### src/rtl/smpm_pkg.sv
// Package for the serial module pad multiplexer: widths, reset values, carrier structs
package smpm_pkg;
  localparam int          SMPM_NUM_PCS      = 4;
  localparam int          SMPM_NUM_ASC      = 2;
  localparam int          SMPM_NUM_SPI_PADS = 7;
  localparam logic [6:0]  SMPM_GPIO_RST     = 7'h00;
  localparam logic [1:0]  SMPM_ASC_RST      = 2'h0;
  localparam logic        SMPM_BIT_RST      = 1'b0;
  localparam int          SMPM_PAD_PCS0     = 0;
  localparam int          SMPM_PAD_MISO     = 4;
  localparam int          SMPM_PAD_MOSI     = 5;
  localparam int          SMPM_PAD_SCK      = 6;

  // Synchronous serial controller side of the pads
  typedef struct packed {
    logic       master;   // Controller wants master operation
    logic       tx_en;    // Controller enabled for transmission
    logic [3:0] pcs;      // Peripheral chip selects
    logic       sdo;      // Serial data out of the controller
    logic       sck;      // Clock driven in master operation
  } smpm_spi_out_t;

  typedef struct packed {
    logic slave;  // Slave operation: controller not master, or forced by the slave-select pad
    logic sdi;    // Serial data into the controller
    logic sck;    // Clock received in slave operation
  } smpm_spi_in_t;

  // Two-signal view (output and output enable) of a bank of two-way pads
  typedef struct packed {
    logic [6:0] o;
    logic [6:0] oe;
  } smpm_pad_drv_t;
endpackage

### src/rtl/smpm_pad_mux.sv
// Pad-function multiplexer for the serial multichannel module's pins
// Overview of operation
// - Outside assertion of slave-select pad forces the synchronous controller into slave.
// - Chip select 0 drives slave-select pad in master; selects 1-3 own pads.
// - MISO pad is data input in master, data output in slave.
// - MOSI pad is data output in master, data input in slave.
// - Clock pad driven by device in master, received in slave.
// - Unused synchronous serial pads may serve as general-purpose I/O.
// - While transmission enabled, clock pad never acts as general-purpose I/O.
// - Transmit pads carry channel output; GPIO output only when transmit enable is 0.
// - Receive pads feed channels; GPIO input only when receive enable is 0.
// - External baud clock pad is usable by both async channels.
`timescale 1ns/10ps
module smpm_pad_mux
  import smpm_pkg::*;
(
  input  wire logic                    core_clk,
  input  wire logic                    rstn,
  input  wire logic                    clk_en,
  // Synchronous serial controller side
  input  wire smpm_spi_out_t           spi_out,
  output smpm_spi_in_t                 spi_in,
  input  wire logic [6:0]              spi_gpio_sel,
  input  wire logic [6:0]              gpio_out,
  input  wire logic [6:0]              gpio_dir,
  output logic      [6:0]              gpio_in,
  // Synchronous serial pads, three signals each
  input  wire logic [6:0]              spi_pad_i,
  output logic      [6:0]              spi_pad_o,
  output logic      [6:0]              spi_pad_oe,
  // Async serial channels
  input  wire logic [1:0]              asc_txd,
  input  wire logic [1:0]              asc_tx_en,
  input  wire logic [1:0]              asc_rx_en,
  input  wire logic [1:0]              asc_gpo,
  output logic      [1:0]              asc_rxd,
  output logic      [1:0]              asc_gpi,
  output logic                         asc_baud_clk,
  // Async serial pads
  output logic      [1:0]              txd_pad_o,
  input  wire logic [1:0]              rxd_pad_i,
  input  wire logic                    baud_clk_pad_i
);

  logic                 rst_meta_q;
  logic                 rst_sync_q;
  logic                 rstn_int;
  logic [6:0]           own;
  logic                 slave;
  smpm_pad_drv_t        drv;

  // Reset release through two flops so release is clean to core_clk
  always_ff @(posedge core_clk or negedge rstn) begin
    if (!rstn) begin
      rst_meta_q <= SMPM_BIT_RST;
      rst_sync_q <= SMPM_BIT_RST;
    end else begin
      rst_meta_q <= 1'b1;
      rst_sync_q <= rst_meta_q;
    end
  end
  assign rstn_int = rst_sync_q;

  // Slave when controller is not master, or outside party holds select low
  // while the device is not driving it; a master cannot seize a select line
  // that a peripheral already asserts, so no contention on the pad
  assign slave = !spi_out.master
              || (own[SMPM_PAD_PCS0]
                  && !spi_pad_oe[SMPM_PAD_PCS0]
                  && !spi_pad_i[SMPM_PAD_PCS0]);

  // Pad ownership: clock pad held by the serial function during transmit
  always_comb begin
    own = ~spi_gpio_sel;
    if (spi_out.tx_en) begin
      own[SMPM_PAD_SCK] = 1'b1;
    end
  end

  // Pad drive: serial functions where owned, GPIO elsewhere
  always_comb begin
    drv.o  = gpio_out;
    drv.oe = gpio_dir;
    if (own[SMPM_PAD_PCS0]) begin
      drv.o[SMPM_PAD_PCS0]  = spi_out.pcs[0];
      drv.oe[SMPM_PAD_PCS0] = !slave;
    end
    for (int i = 1; i < SMPM_NUM_PCS; i++) begin
      if (own[i]) begin
        drv.o[i]  = spi_out.pcs[i];
        drv.oe[i] = !slave;
      end
    end
    if (own[SMPM_PAD_MISO]) begin
      drv.o[SMPM_PAD_MISO]  = spi_out.sdo;
      drv.oe[SMPM_PAD_MISO] = slave;
    end
    if (own[SMPM_PAD_MOSI]) begin
      drv.o[SMPM_PAD_MOSI]  = spi_out.sdo;
      drv.oe[SMPM_PAD_MOSI] = !slave;
    end
    if (own[SMPM_PAD_SCK]) begin
      drv.o[SMPM_PAD_SCK]  = spi_out.sck;
      drv.oe[SMPM_PAD_SCK] = !slave;
    end
  end

  // Synchronous pads registered; GPIO writes reach pad only when not owned
  always_ff @(posedge core_clk or negedge rstn_int) begin
    if (!rstn_int) begin
      spi_pad_o  <= SMPM_GPIO_RST;
      spi_pad_oe <= SMPM_GPIO_RST; // All pads inputs in reset
    end else if (clk_en) begin
      spi_pad_o  <= drv.o;
      spi_pad_oe <= drv.oe;
    end
  end

  // Controller inputs and GPIO reads; GPIO read always sees the pad
  always_ff @(posedge core_clk or negedge rstn_int) begin
    if (!rstn_int) begin
      spi_in  <= '0;
      gpio_in <= SMPM_GPIO_RST;
    end else if (clk_en) begin
      spi_in.slave <= slave;
      spi_in.sdi   <= slave ? spi_pad_i[SMPM_PAD_MOSI] : spi_pad_i[SMPM_PAD_MISO];
      spi_in.sck   <= spi_pad_i[SMPM_PAD_SCK];
      gpio_in      <= spi_pad_i;
    end
  end

  // Async channels: transmit pad is GPO only with transmit enable clear
  always_ff @(posedge core_clk or negedge rstn_int) begin
    if (!rstn_int) begin
      txd_pad_o <= SMPM_ASC_RST;
    end else if (clk_en) begin
      for (int c = 0; c < SMPM_NUM_ASC; c++) begin
        txd_pad_o[c] <= asc_tx_en[c] ? asc_txd[c] : asc_gpo[c];
      end
    end
  end

  // Receive pads feed channels; GPI reads zero while channel owns the pad
  always_ff @(posedge core_clk or negedge rstn_int) begin
    if (!rstn_int) begin
      asc_rxd      <= SMPM_ASC_RST;
      asc_gpi      <= SMPM_ASC_RST;
      asc_baud_clk <= SMPM_BIT_RST;
    end else if (clk_en) begin
      asc_rxd      <= rxd_pad_i;
      asc_gpi      <= rxd_pad_i & ~asc_rx_en;
      asc_baud_clk <= baud_clk_pad_i;
    end
  end

  // Checks
  property p_tx_own;
    @(posedge core_clk) disable iff (!rstn_int)
      (clk_en && asc_tx_en[0]) |=> (txd_pad_o[0] == $past(asc_txd[0]));
  endproperty
  a_tx_own: assert property (p_tx_own) else $error("tx pad not owned");

  property p_rx_gpi;
    @(posedge core_clk) disable iff (!rstn_int)
      (clk_en && asc_rx_en[1]) |=> (asc_gpi[1] == 1'b0);
  endproperty
  a_rx_gpi: assert property (p_rx_gpi) else $error("rx pad read as gpi");

  property p_sck_tx;
    @(posedge core_clk) disable iff (!rstn_int)
      (clk_en && spi_out.tx_en && spi_out.master && !slave) |=> spi_pad_oe[SMPM_PAD_SCK];
  endproperty
  a_sck_tx: assert property (p_sck_tx) else $error("sck pad not driven in transmit");

  property p_miso_slave;
    @(posedge core_clk) disable iff (!rstn_int)
      (clk_en && !spi_out.master && !spi_gpio_sel[SMPM_PAD_MISO])
        |=> spi_pad_oe[SMPM_PAD_MISO];
  endproperty
  a_miso_slave: assert property (p_miso_slave) else $error("miso not driven in slave");

  property p_mosi_master;
    @(posedge core_clk) disable iff (!rstn_int)
      (clk_en && spi_out.master && !slave && !spi_gpio_sel[SMPM_PAD_MOSI])
        |=> (spi_pad_oe[SMPM_PAD_MOSI] && spi_pad_o[SMPM_PAD_MOSI] == $past(spi_out.sdo));
  endproperty
  a_mosi_master: assert property (p_mosi_master) else $error("mosi wrong in master");

  property p_gpio_read;
    @(posedge core_clk) disable iff (!rstn_int)
      clk_en |=> (gpio_in == $past(spi_pad_i));
  endproperty
  a_gpio_read: assert property (p_gpio_read) else $error("gpio read not pad level");

  property p_baud;
    @(posedge core_clk) disable iff (!rstn_int)
      clk_en |=> (asc_baud_clk == $past(baud_clk_pad_i));
  endproperty
  a_baud: assert property (p_baud) else $error("baud clock not passed");

  property p_gpio_free;
    @(posedge core_clk) disable iff (!rstn_int)
      (clk_en && spi_gpio_sel[1]) |=> (spi_pad_o[1] == $past(gpio_out[1]));
  endproperty
  a_gpio_free: assert property (p_gpio_free) else $error("gpio pad not following gpio");

  property p_ss_forced;
    @(posedge core_clk) disable iff (!rstn_int)
      (clk_en && own[SMPM_PAD_PCS0] && !spi_pad_oe[SMPM_PAD_PCS0] && !spi_pad_i[SMPM_PAD_PCS0])
        |=> (spi_in.slave && !spi_pad_oe[SMPM_PAD_PCS0]);
  endproperty
  a_ss_forced: assert property (p_ss_forced) else $error("select pad did not force slave");

  property p_pcs_master;
    @(posedge core_clk) disable iff (!rstn_int)
      (clk_en && !slave && own[1])
        |=> (spi_pad_oe[1] && spi_pad_o[1] == $past(spi_out.pcs[1]));
  endproperty
  a_pcs_master: assert property (p_pcs_master) else $error("chip select pad not driven");

  property p_sck_slave;
    @(posedge core_clk) disable iff (!rstn_int)
      (clk_en && slave && own[SMPM_PAD_SCK])
        |=> (!spi_pad_oe[SMPM_PAD_SCK] && spi_in.sck == $past(spi_pad_i[SMPM_PAD_SCK]));
  endproperty
  a_sck_slave: assert property (p_sck_slave) else $error("slave clock not received");

  property p_tx_gpo;
    @(posedge core_clk) disable iff (!rstn_int)
      (clk_en && !asc_tx_en[1]) |=> (txd_pad_o[1] == $past(asc_gpo[1]));
  endproperty
  a_tx_gpo: assert property (p_tx_gpo) else $error("tx pad not following gpo");

endmodule

### config.mk
export PLATFORM = sky130hd
export DESIGN_NAME = smpm_pad_mux
export DESIGN_NICKNAME = d
export VERILOG_FILES = /design/src/rtl/smpm_pkg.sv /design/src/rtl/smpm_pad_mux.sv
export SDC_FILE = /design/constraint.sdc
export NUM_CORES = 1
export LEC_CHECK = 0
export ABC_CLOCK_PERIOD_IN_PS = 1200
export BUFFER_PORTS_ARGS = -buffer_cell sky130_fd_sc_hd__buf_2
export CAP_MARGIN = 20
export CORE_ASPECT_RATIO = 0.9
export CORE_MARGIN = 5
export CORE_UTILIZATION = 38
export CTS_CLUSTER_DIAMETER = 40
export DETAILED_ROUTE_END_ITERATION = 6
export GPL_TIMING_DRIVEN = 0
export PLACE_DENSITY = 0.73
export SYNTH_ARGS = -nofsm -noshare
export SYNTH_HDL_FRONTEND = slang
export SYNTH_SLANG_ARGS = --single-unit
### constraint.sdc
create_clock -name core_clk -period 1.2 [get_ports core_clk]
set_clock_uncertainty 0.15 [all_clocks]
set_input_delay 0.06 -clock core_clk [delete_from_list [all_inputs] [get_ports core_clk]]
set_output_delay 0.06 -clock core_clk [all_outputs]
set_load 0.1 [all_outputs]
After elaboration in Yosys (flattened, before gate mapping) --
Index checks and enable logic that the tools add are counted.
Word-level totals: word-level logic and storage cells 40, output and inout port bits 31, bits in latches 0, memory bits (writable) 0, input bits 50, register bits 33, ROM bits 0, memories 0
Operators by class: equal/unequal tests 0, multipliers 0, shift operators 0, magnitude comparators 0, $add $sub $neg 0, bitwise logic cells 3, divide/modulo/power cells 0, muxes and demuxes 18, reduce and logical (&&, ||, !) cells 7
Operator list (count):
- $mux 1 | 18
- $not 7->7 | 1
- $logic_not 1->1 | 4
- $and 2x2->2 | 1
- $logic_and 1x1->1 | 2
- $not 2->2 | 1
- $logic_or 1x1->1 | 1

Logic depth before layout (Yosys ltp) --
Gate-level depths: netlist (run 1).
depth after elaboration 6, depth in mapped cells 4, depth with buffers taken out 3

Worst setup path after synthesis (run 1) --
OpenSTA, ideal clock, no wires.
path kind register to register, start point register spi_pad_oe[0], end point register spi_pad_oe[1], slack -0.533 ns, library setup time 0.121 ns, arrival 1.462 ns, path buffers 0, stages on the path, launching flop included 4, cell sequence dfrtp_1 > o31ai_4 > o211ai_1 > o21a_1
On the way: word-level cells in the longest chain between the ends 6
RTL lines:
- from (decl) | RTL line smpm_pad_mux.sv:30 | output logic [6:0] spi_pad_oe,
- from (signal assigned) | RTL line smpm_pad_mux.sv:115 | spi_pad_oe <= drv.oe;
- $logic_not 1->1 | RTL line smpm_pad_mux.sv:69 | && !spi_pad_oe[SMPM_PAD_PCS0]
- $logic_and 1x1->1 | RTL line smpm_pad_mux.sv:69
- $logic_and 1x1->1 | RTL line smpm_pad_mux.sv:70 | && !spi_pad_i[SMPM_PAD_PCS0]);
- $logic_or 1x1->1 | RTL line smpm_pad_mux.sv:68 | || (own[SMPM_PAD_PCS0]
- $logic_not 1->1 | RTL line smpm_pad_mux.sv:91 | drv.oe[i] = !slave;
- $mux 1 | RTL line smpm_pad_mux.sv:89 | if (own[i]) begin
Every way passes these cells. A chain may end at the register's enable or synchronous reset.

Final worst setup path (run 1) --
start point register spi_pad_oe[0], end point register spi_pad_oe[6]
On the way: word-level cells in the longest chain between the ends 6
RTL lines:
- $logic_not 1->1 | RTL line smpm_pad_mux.sv:69
- $logic_and 1x1->1 | RTL line smpm_pad_mux.sv:69
- $logic_and 1x1->1 | RTL line smpm_pad_mux.sv:70
- $logic_or 1x1->1 | RTL line smpm_pad_mux.sv:68
- $logic_not 1->1 | RTL line smpm_pad_mux.sv:104 | drv.oe[SMPM_PAD_SCK] = !slave;
- $mux 1 | RTL line smpm_pad_mux.sv:102 | if (own[SMPM_PAD_SCK]) begin
Every way passes these cells.

==> results.json, run 1 <==
{
  "die-area_mm2": 0.00486,
  "hold_violations": 0,
  "clk_latency_ps": 270,
  "grt_pass1_wl_um": 7730,
  "place_congestion": 0.678,
  "wl_per_cell_um": 16.1,
  "fin_crit_sh": 1.12,
  "dp_slack_ps": -205,
  "syn_inst": 115,
  "yosysTopAreaCellShare": 0.591,
  "fin_total_pwr_w": 0.00377,
  "hpwl_um": 2790,
  "die_h_um": 66.7,
  "cp_data_required_time_ps": 1210,
  "first_pass_iters": 4,
  "root_buffer": "clkbuf_8",
  "cts_tree": "done",
  "first_global_vias": 1624,
  "yosysSeqAreaShare": 0.591,
  "nFillCells": 241,
  "rows": 20,
  "ant_nets": 0,
  "clock_sinks": 32,
  "startpoint": "spi_pad_oe[0]",
  "synth_seq_cells": 32,
  "multi_input_area_um2": 523,
  "grt_start_max_net_pins": 18,
  "ys_types": 21,
  "maxCapViolations": 0,
  "p_per_area_mw_per_mm2": 1450,
  "drc": 0,
  "end_kind": "flip-flop",
  "hold_path_end": "spi_in[2]",
  "max_clock_freq_mhz": 744,
  "failed_checks": "negative setup slack",
  "slew_violations": 0,
  "cts_max_level": 2,
  "regArea_um2": 836,
  "hold_class": "in -> reg",
  "status": "finished with violations",
  "synthTopCellsByArea": "dfrtp_1 59%, mux2_2 8.3%, mux2i_1 7.4%",
  "cellLeakagePower_nw": 1.20,
  "min-delay-start": "spi_out[7]",
  "synthesis.nets": 165,
  "r2r-end": "spi_pad_oe[6]",
  "r2r_setup_slack_ps": -140,
  "post-route-min-period_ps": 1340,
  "syn_area_per_cell_um2": 11.8,
  "critPathKind": "reg -> reg",
  "worstPathArrival_ps": 1350,
  "syn_area_mm2": 0.00136,
  "tightest_slew_ps": 736,
  "critical_path_peak_fanout": 3,
  "ys_warn_count": 0,
  "finalSetupViolCount": 10,
  "antenna_found_initial": 0,
  "cts.path.max_buffers": 2,
  "pin_count": 81,
  "peakVddDrop_mv": 1.05,
  "nets": 301,
  "drt-initial-drc-count": 35,
  "setup_ws_ps": -145,
  "num_vias": 1416,
  "die_w_um": 72.9,
  "yosys.area.top_type": "dfrtp_1",
  "initial_core_util": 0.398,
  "rsz0062_at_grt": "true",
  "track_usage": 0.213,
  "rr_worst_depth": 3,
  "final_cell_mix": "52 x buf_2, 46 x dlygate4sd3_1, 29 x buf_4",
  "port_buffers": 79,
  "via_per_inst": 4.77,
  "grt_overflow": 0,
  "reg2reg_from": "spi_pad_oe[0]",
  "max_slew_margin": 0.510,
  "clk_pin_slew_ps": 60,
  "cts_buffers": 5,
  "final_common_cell": "buf_2",
  "core_mm2": 0.00340,
  "wirelength_um": 4780,
  "area_growth_pct": 91.4,
  "layout-drive-gt1-share": 0.532,
  "whs_path_depth": 3,
  "startpoint_type": "flip-flop"
}
[critical path: stages, from the launching register on]
cell and delay [ps]:
dfrtp_4 500, o31a_4 320, mux2i_1 170, a21oi_1 90
[cell usage after synthesis (all sizes together)]
cell type	n
nor2	13
o31a	1
o21a	5
nand3b	2
mux2	10
a31oi	1
o21ai	3
nor2b	1
conb	1
clkbuf	2
o31ai	1
o211ai	5
dfrtp	32
buf	5
nand2	7
o22ai	1
mux2i	10
a21oi	11
inv	4
[worst max path at each step]
stage | endpoint | cells after the start | slack [ps]
floorplan | spi_pad_oe[1] | 3 | -220
global placement | spi_pad_oe[0] | 0 | -430
detailed placement | spi_pad_oe[5] | 3 | -200
CTS | spi_pad_oe[5] | 4 | -210
global route | spi_pad_oe[5] | 4 | -190
finish | spi_pad_oe[6] | 3 | -140
[power by group]
part	internal [W]	leakage [nW]	switching, W
logic	0.000444	0.802	0.00105
clock network	0.000615	0.0552	0.000375
registers	0.00120	0.346	0.0000781
[sequential cells by signal (all words and copies together), names as in the netlist]
name          count
rst_meta_q        1
rst_sync_q        1
asc_baud_clk      1
spi_in            3
spi_pad_o         7
asc_gpi           2
asc_rxd           2
gpio_in           6
spi_pad_oe        7
txd_pad_o         2
[cell families after synthesis]
| logic type | share of synthesized area |
|---|---|
| AOI/OAI and AO/OA | 0.139 |
| buffers and inverters | 0.0369 |
| DFF | 0.591 |
| muxes | 0.157 |
| other | 0.00277 |
| and+or+nand+nor | 0.0729 |
[metrics by stage]
stage	area, um2	TNS (ps)	utilization	hold slack [ps]	cells
3_3_place_gp	1840	-11670	0.541	-303	238
2_1_floorplan	1390	-1750	-	-386	115
4_1_cts	2540	-1620	0.746	12.2	294
3_5_place_dp	1860	-1350	0.545	-304	239
5_1_grt	2590	-1550	0.761	32.7	296
6_report	2590	-1200	0.762	36.2	297
[final cells by class]
cell class | instances | share of cell area
antenna | 1 | 0.000965
buffer | 7 | 0.0150
clock buffer | 6 | 0.0280
clock inverter | 2 | 0.0135
inverter | 4 | 0.00579
multi-input combinational | 72 | 0.202
sequential | 32 | 0.322
tap | 44 | 0.0212
timing repair buffer | 129 | 0.392
[what timing repair did]
action	CTS	global route
buffers inserted	1	2
gates cloned	0	0
endpoints found under the setup margin	40	12
hold buffers	46	0
hold endpoints to repair	31	0
pin swaps	3	3
resized for setup	35	10
[metal layers]
layer  routed length (um)  up-vias  GRT usage
met5                    0        -          0
met4                  190        0      0.101
met3                  230       19     0.0513
met2                 2770       52      0.410
met1                 1590      677      0.212
li1                     -      668          -
Note: power is estimated with default switching activity, not from simulation.
==> inputs of run 2 (changes only) <==
- HOLD_SLACK_MARGIN: unset -> 0.1
==> results.json, run 2 (synthesis results as in run 1) <==
{
  "die-area_mm2": 0.00486,
  "die_w_um": 72.9,
  "area_growth_pct": 93.1,
  "wl_per_cell_um": 16.1,
  "max_slew_margin": 0.520,
  "die_h_um": 66.7,
  "rsz0062_at_grt": "true",
  "p_clk_frac": 0.263,
  "cellLeakagePower_nw": 1.22,
  "tightest_slew_ps": 720,
  "comb_power_share": 0.397,
  "hpwl_um": 2790,
  "rows": 20,
  "nFillCells": 240,
  "cts_buffers": 5,
  "p_switching_w": 0.00150,
  "final_cells": 299,
  "peakVddDrop_mv": 1.04,
  "critical_path_peak_fanout": 3,
  "clk_pin_slew_ps": 70,
  "holdWs_ps": 47.8,
  "num_vias": 1443,
  "r2r_setup_slack_ps": -220,
  "top_regs": "spi_pad_o (7), spi_pad_oe (7), gpio_in (6)",
  "max_clock_freq_mhz": 702,
  "status": "finished with violations",
  "startpoint_type": "flip-flop",
  "crit_slowest_cell": "dfrtp_4",
  "slew_violations": 0,
  "fin_total_pwr_w": 0.00377,
  "p_per_area_mw_per_mm2": 1440,
  "cts_tree": "done",
  "track_usage": 0.214,
  "final.setup.tns_ps": -1470,
  "worstPathArrival_ps": 1430,
  "cp_data_required_time_ps": 1200,
  "first_global_vias": 1636,
  "internal_power_w": 0.00227,
  "dp_slack_ps": -205,
  "ant_nets": 0,
  "wl_met2_um": 2790,
  "nets": 303,
  "final_common_cell": "buf_2",
  "numPlacedInstances": 239,
  "finalSetupViolCount": 11,
  "pin_count": 81,
  "cts_hold_buf": 48,
  "core_mm2": 0.00340,
  "hold_violations": 0,
  "cp_cell_sequence": "o31a_4, mux2i_1, a21oi_1",
  "setup_ws_ps": -225,
  "root_buffer": "clkbuf_8",
  "grt_pass1_wl_um": 7760,
  "layout-drive-gt1-share": 0.528,
  "wl_met3_um": 232,
  "switching_share": 0.399,
  "cts.path.max_buffers": 2,
  "end_kind": "flip-flop",
  "clk_latency_ps": 280,
  "place_congestion": 0.678,
  "clock_sinks": 32,
  "wirelength_um": 4820,
  "maxCapViolations": 0,
  "met1_length_um": 1560,
  "regArea_um2": 836,
  "initial_core_util": 0.398,
  "antenna_found_initial": 0,
  "first_pass_iters": 4,
  "drc": 0,
  "grt_start_max_net_pins": 18,
  "cts_max_level": 2,
  "post-route-min-period_ps": 1420,
  "multi_input_area_um2": 523,
  "critPathKind": "reg -> reg",
  "power_frac_seq": 0.340,
  "port_buffers": 79,
  "via_per_inst": 4.83,
  "final_cell_mix": "52 x buf_2, 47 x dlygate4sd3_1, 29 x buf_4",
  "grt_overflow": 0,
  "routed.top_layer": "met4",
  "fin_crit_sh": 1.19,
  "failed_checks": "negative setup slack",
  "slowest_delay_ps": 500,
  "hold_class": "in -> reg",
  "drt-initial-drc-count": 31
}
[run 2: changes by cell type in the layout (fill, tap and decap cells not counted), sizes merged]
cell	delta
dlygate4sd3	+1
dlymetal6s4s	+1
[run 2: area by class of cell]
class	count	area share
flip-flops and latches	32	0.319
inverters	4	0.00574
multi-input cells	72	0.200
clock buffers	6	0.0277
repair buffers	131	0.397
well taps	44	0.0210
clock inverters	2	0.0134
plain buffers	7	0.0148
diodes	1	0.000956
[run 2: final timing paths]
kind / from / endpoint / cells after the start
min in group asynchronous: rst_sync_q / spi_pad_oe[2] / 0
worst max register to register: spi_pad_oe[0] / spi_pad_oe[6] / 3
max in group asynchronous: rst_sync_q / spi_in[0] / 1
worst max-delay path: spi_pad_oe[0] / spi_pad_oe[6] / 3
worst min-delay path: spi_out[6] / spi_pad_o[6] / 4
worst min register to register: rst_sync_q / spi_pad_oe[2] / 0
[run 2: what timing repair did]
item | 4_1_cts | 5_1_grt
cloned | 0 | 0
buffers inserted | 1 | 2
resized for setup | 35 | 11
hold endpoints to repair | 32 | 2
setup endpoints to repair | 40 | 13
pin swaps | 3 | 5
[run 2: power by group through the flow]
| stage | clock [W] | combinational (W) | sequential (W) |
|---|---|---|---|
| 2_1_floorplan | 0 | 0.000194 | 0.00207 |
| 3_3_place_gp | 0 | 0.00122 | 0.00130 |
| 3_5_place_dp | 0 | 0.00124 | 0.00129 |
| 4_1_cts | 0.00101 | 0.00145 | 0.00128 |
| 5_1_grt | 0.00106 | 0.00156 | 0.00130 |
| 6_report | 0.000993 | 0.00150 | 0.00128 |
[run 2: worst max-delay path, delay by kind of cell, from the launching register on]
| kind | cells | cell delay [ps] |
|---|---|---|
| DFF | 1 | 500 |
| AOI/OAI and AO/OA | 2 | 480 |
| muxes | 1 | 170 |
[run 2: metrics by stage]
step | instance area, um2 | util
after floorplan | 1390 | -
after global placement | 1840 | 0.541
after detailed placement | 1860 | 0.545
after CTS | 2560 | 0.752
after global routing | 2610 | 0.768
final | 2620 | 0.769
[run 2: routing by layer]
| layer | vias to the layer above | GRT usage |
|---|---|---|
| li1 | 676 | - |
| met5 | - | 0 |
| met4 | 0 | 0.101 |
| met3 | 25 | 0.0513 |
| met1 | 683 | 0.212 |
| met2 | 59 | 0.412 |
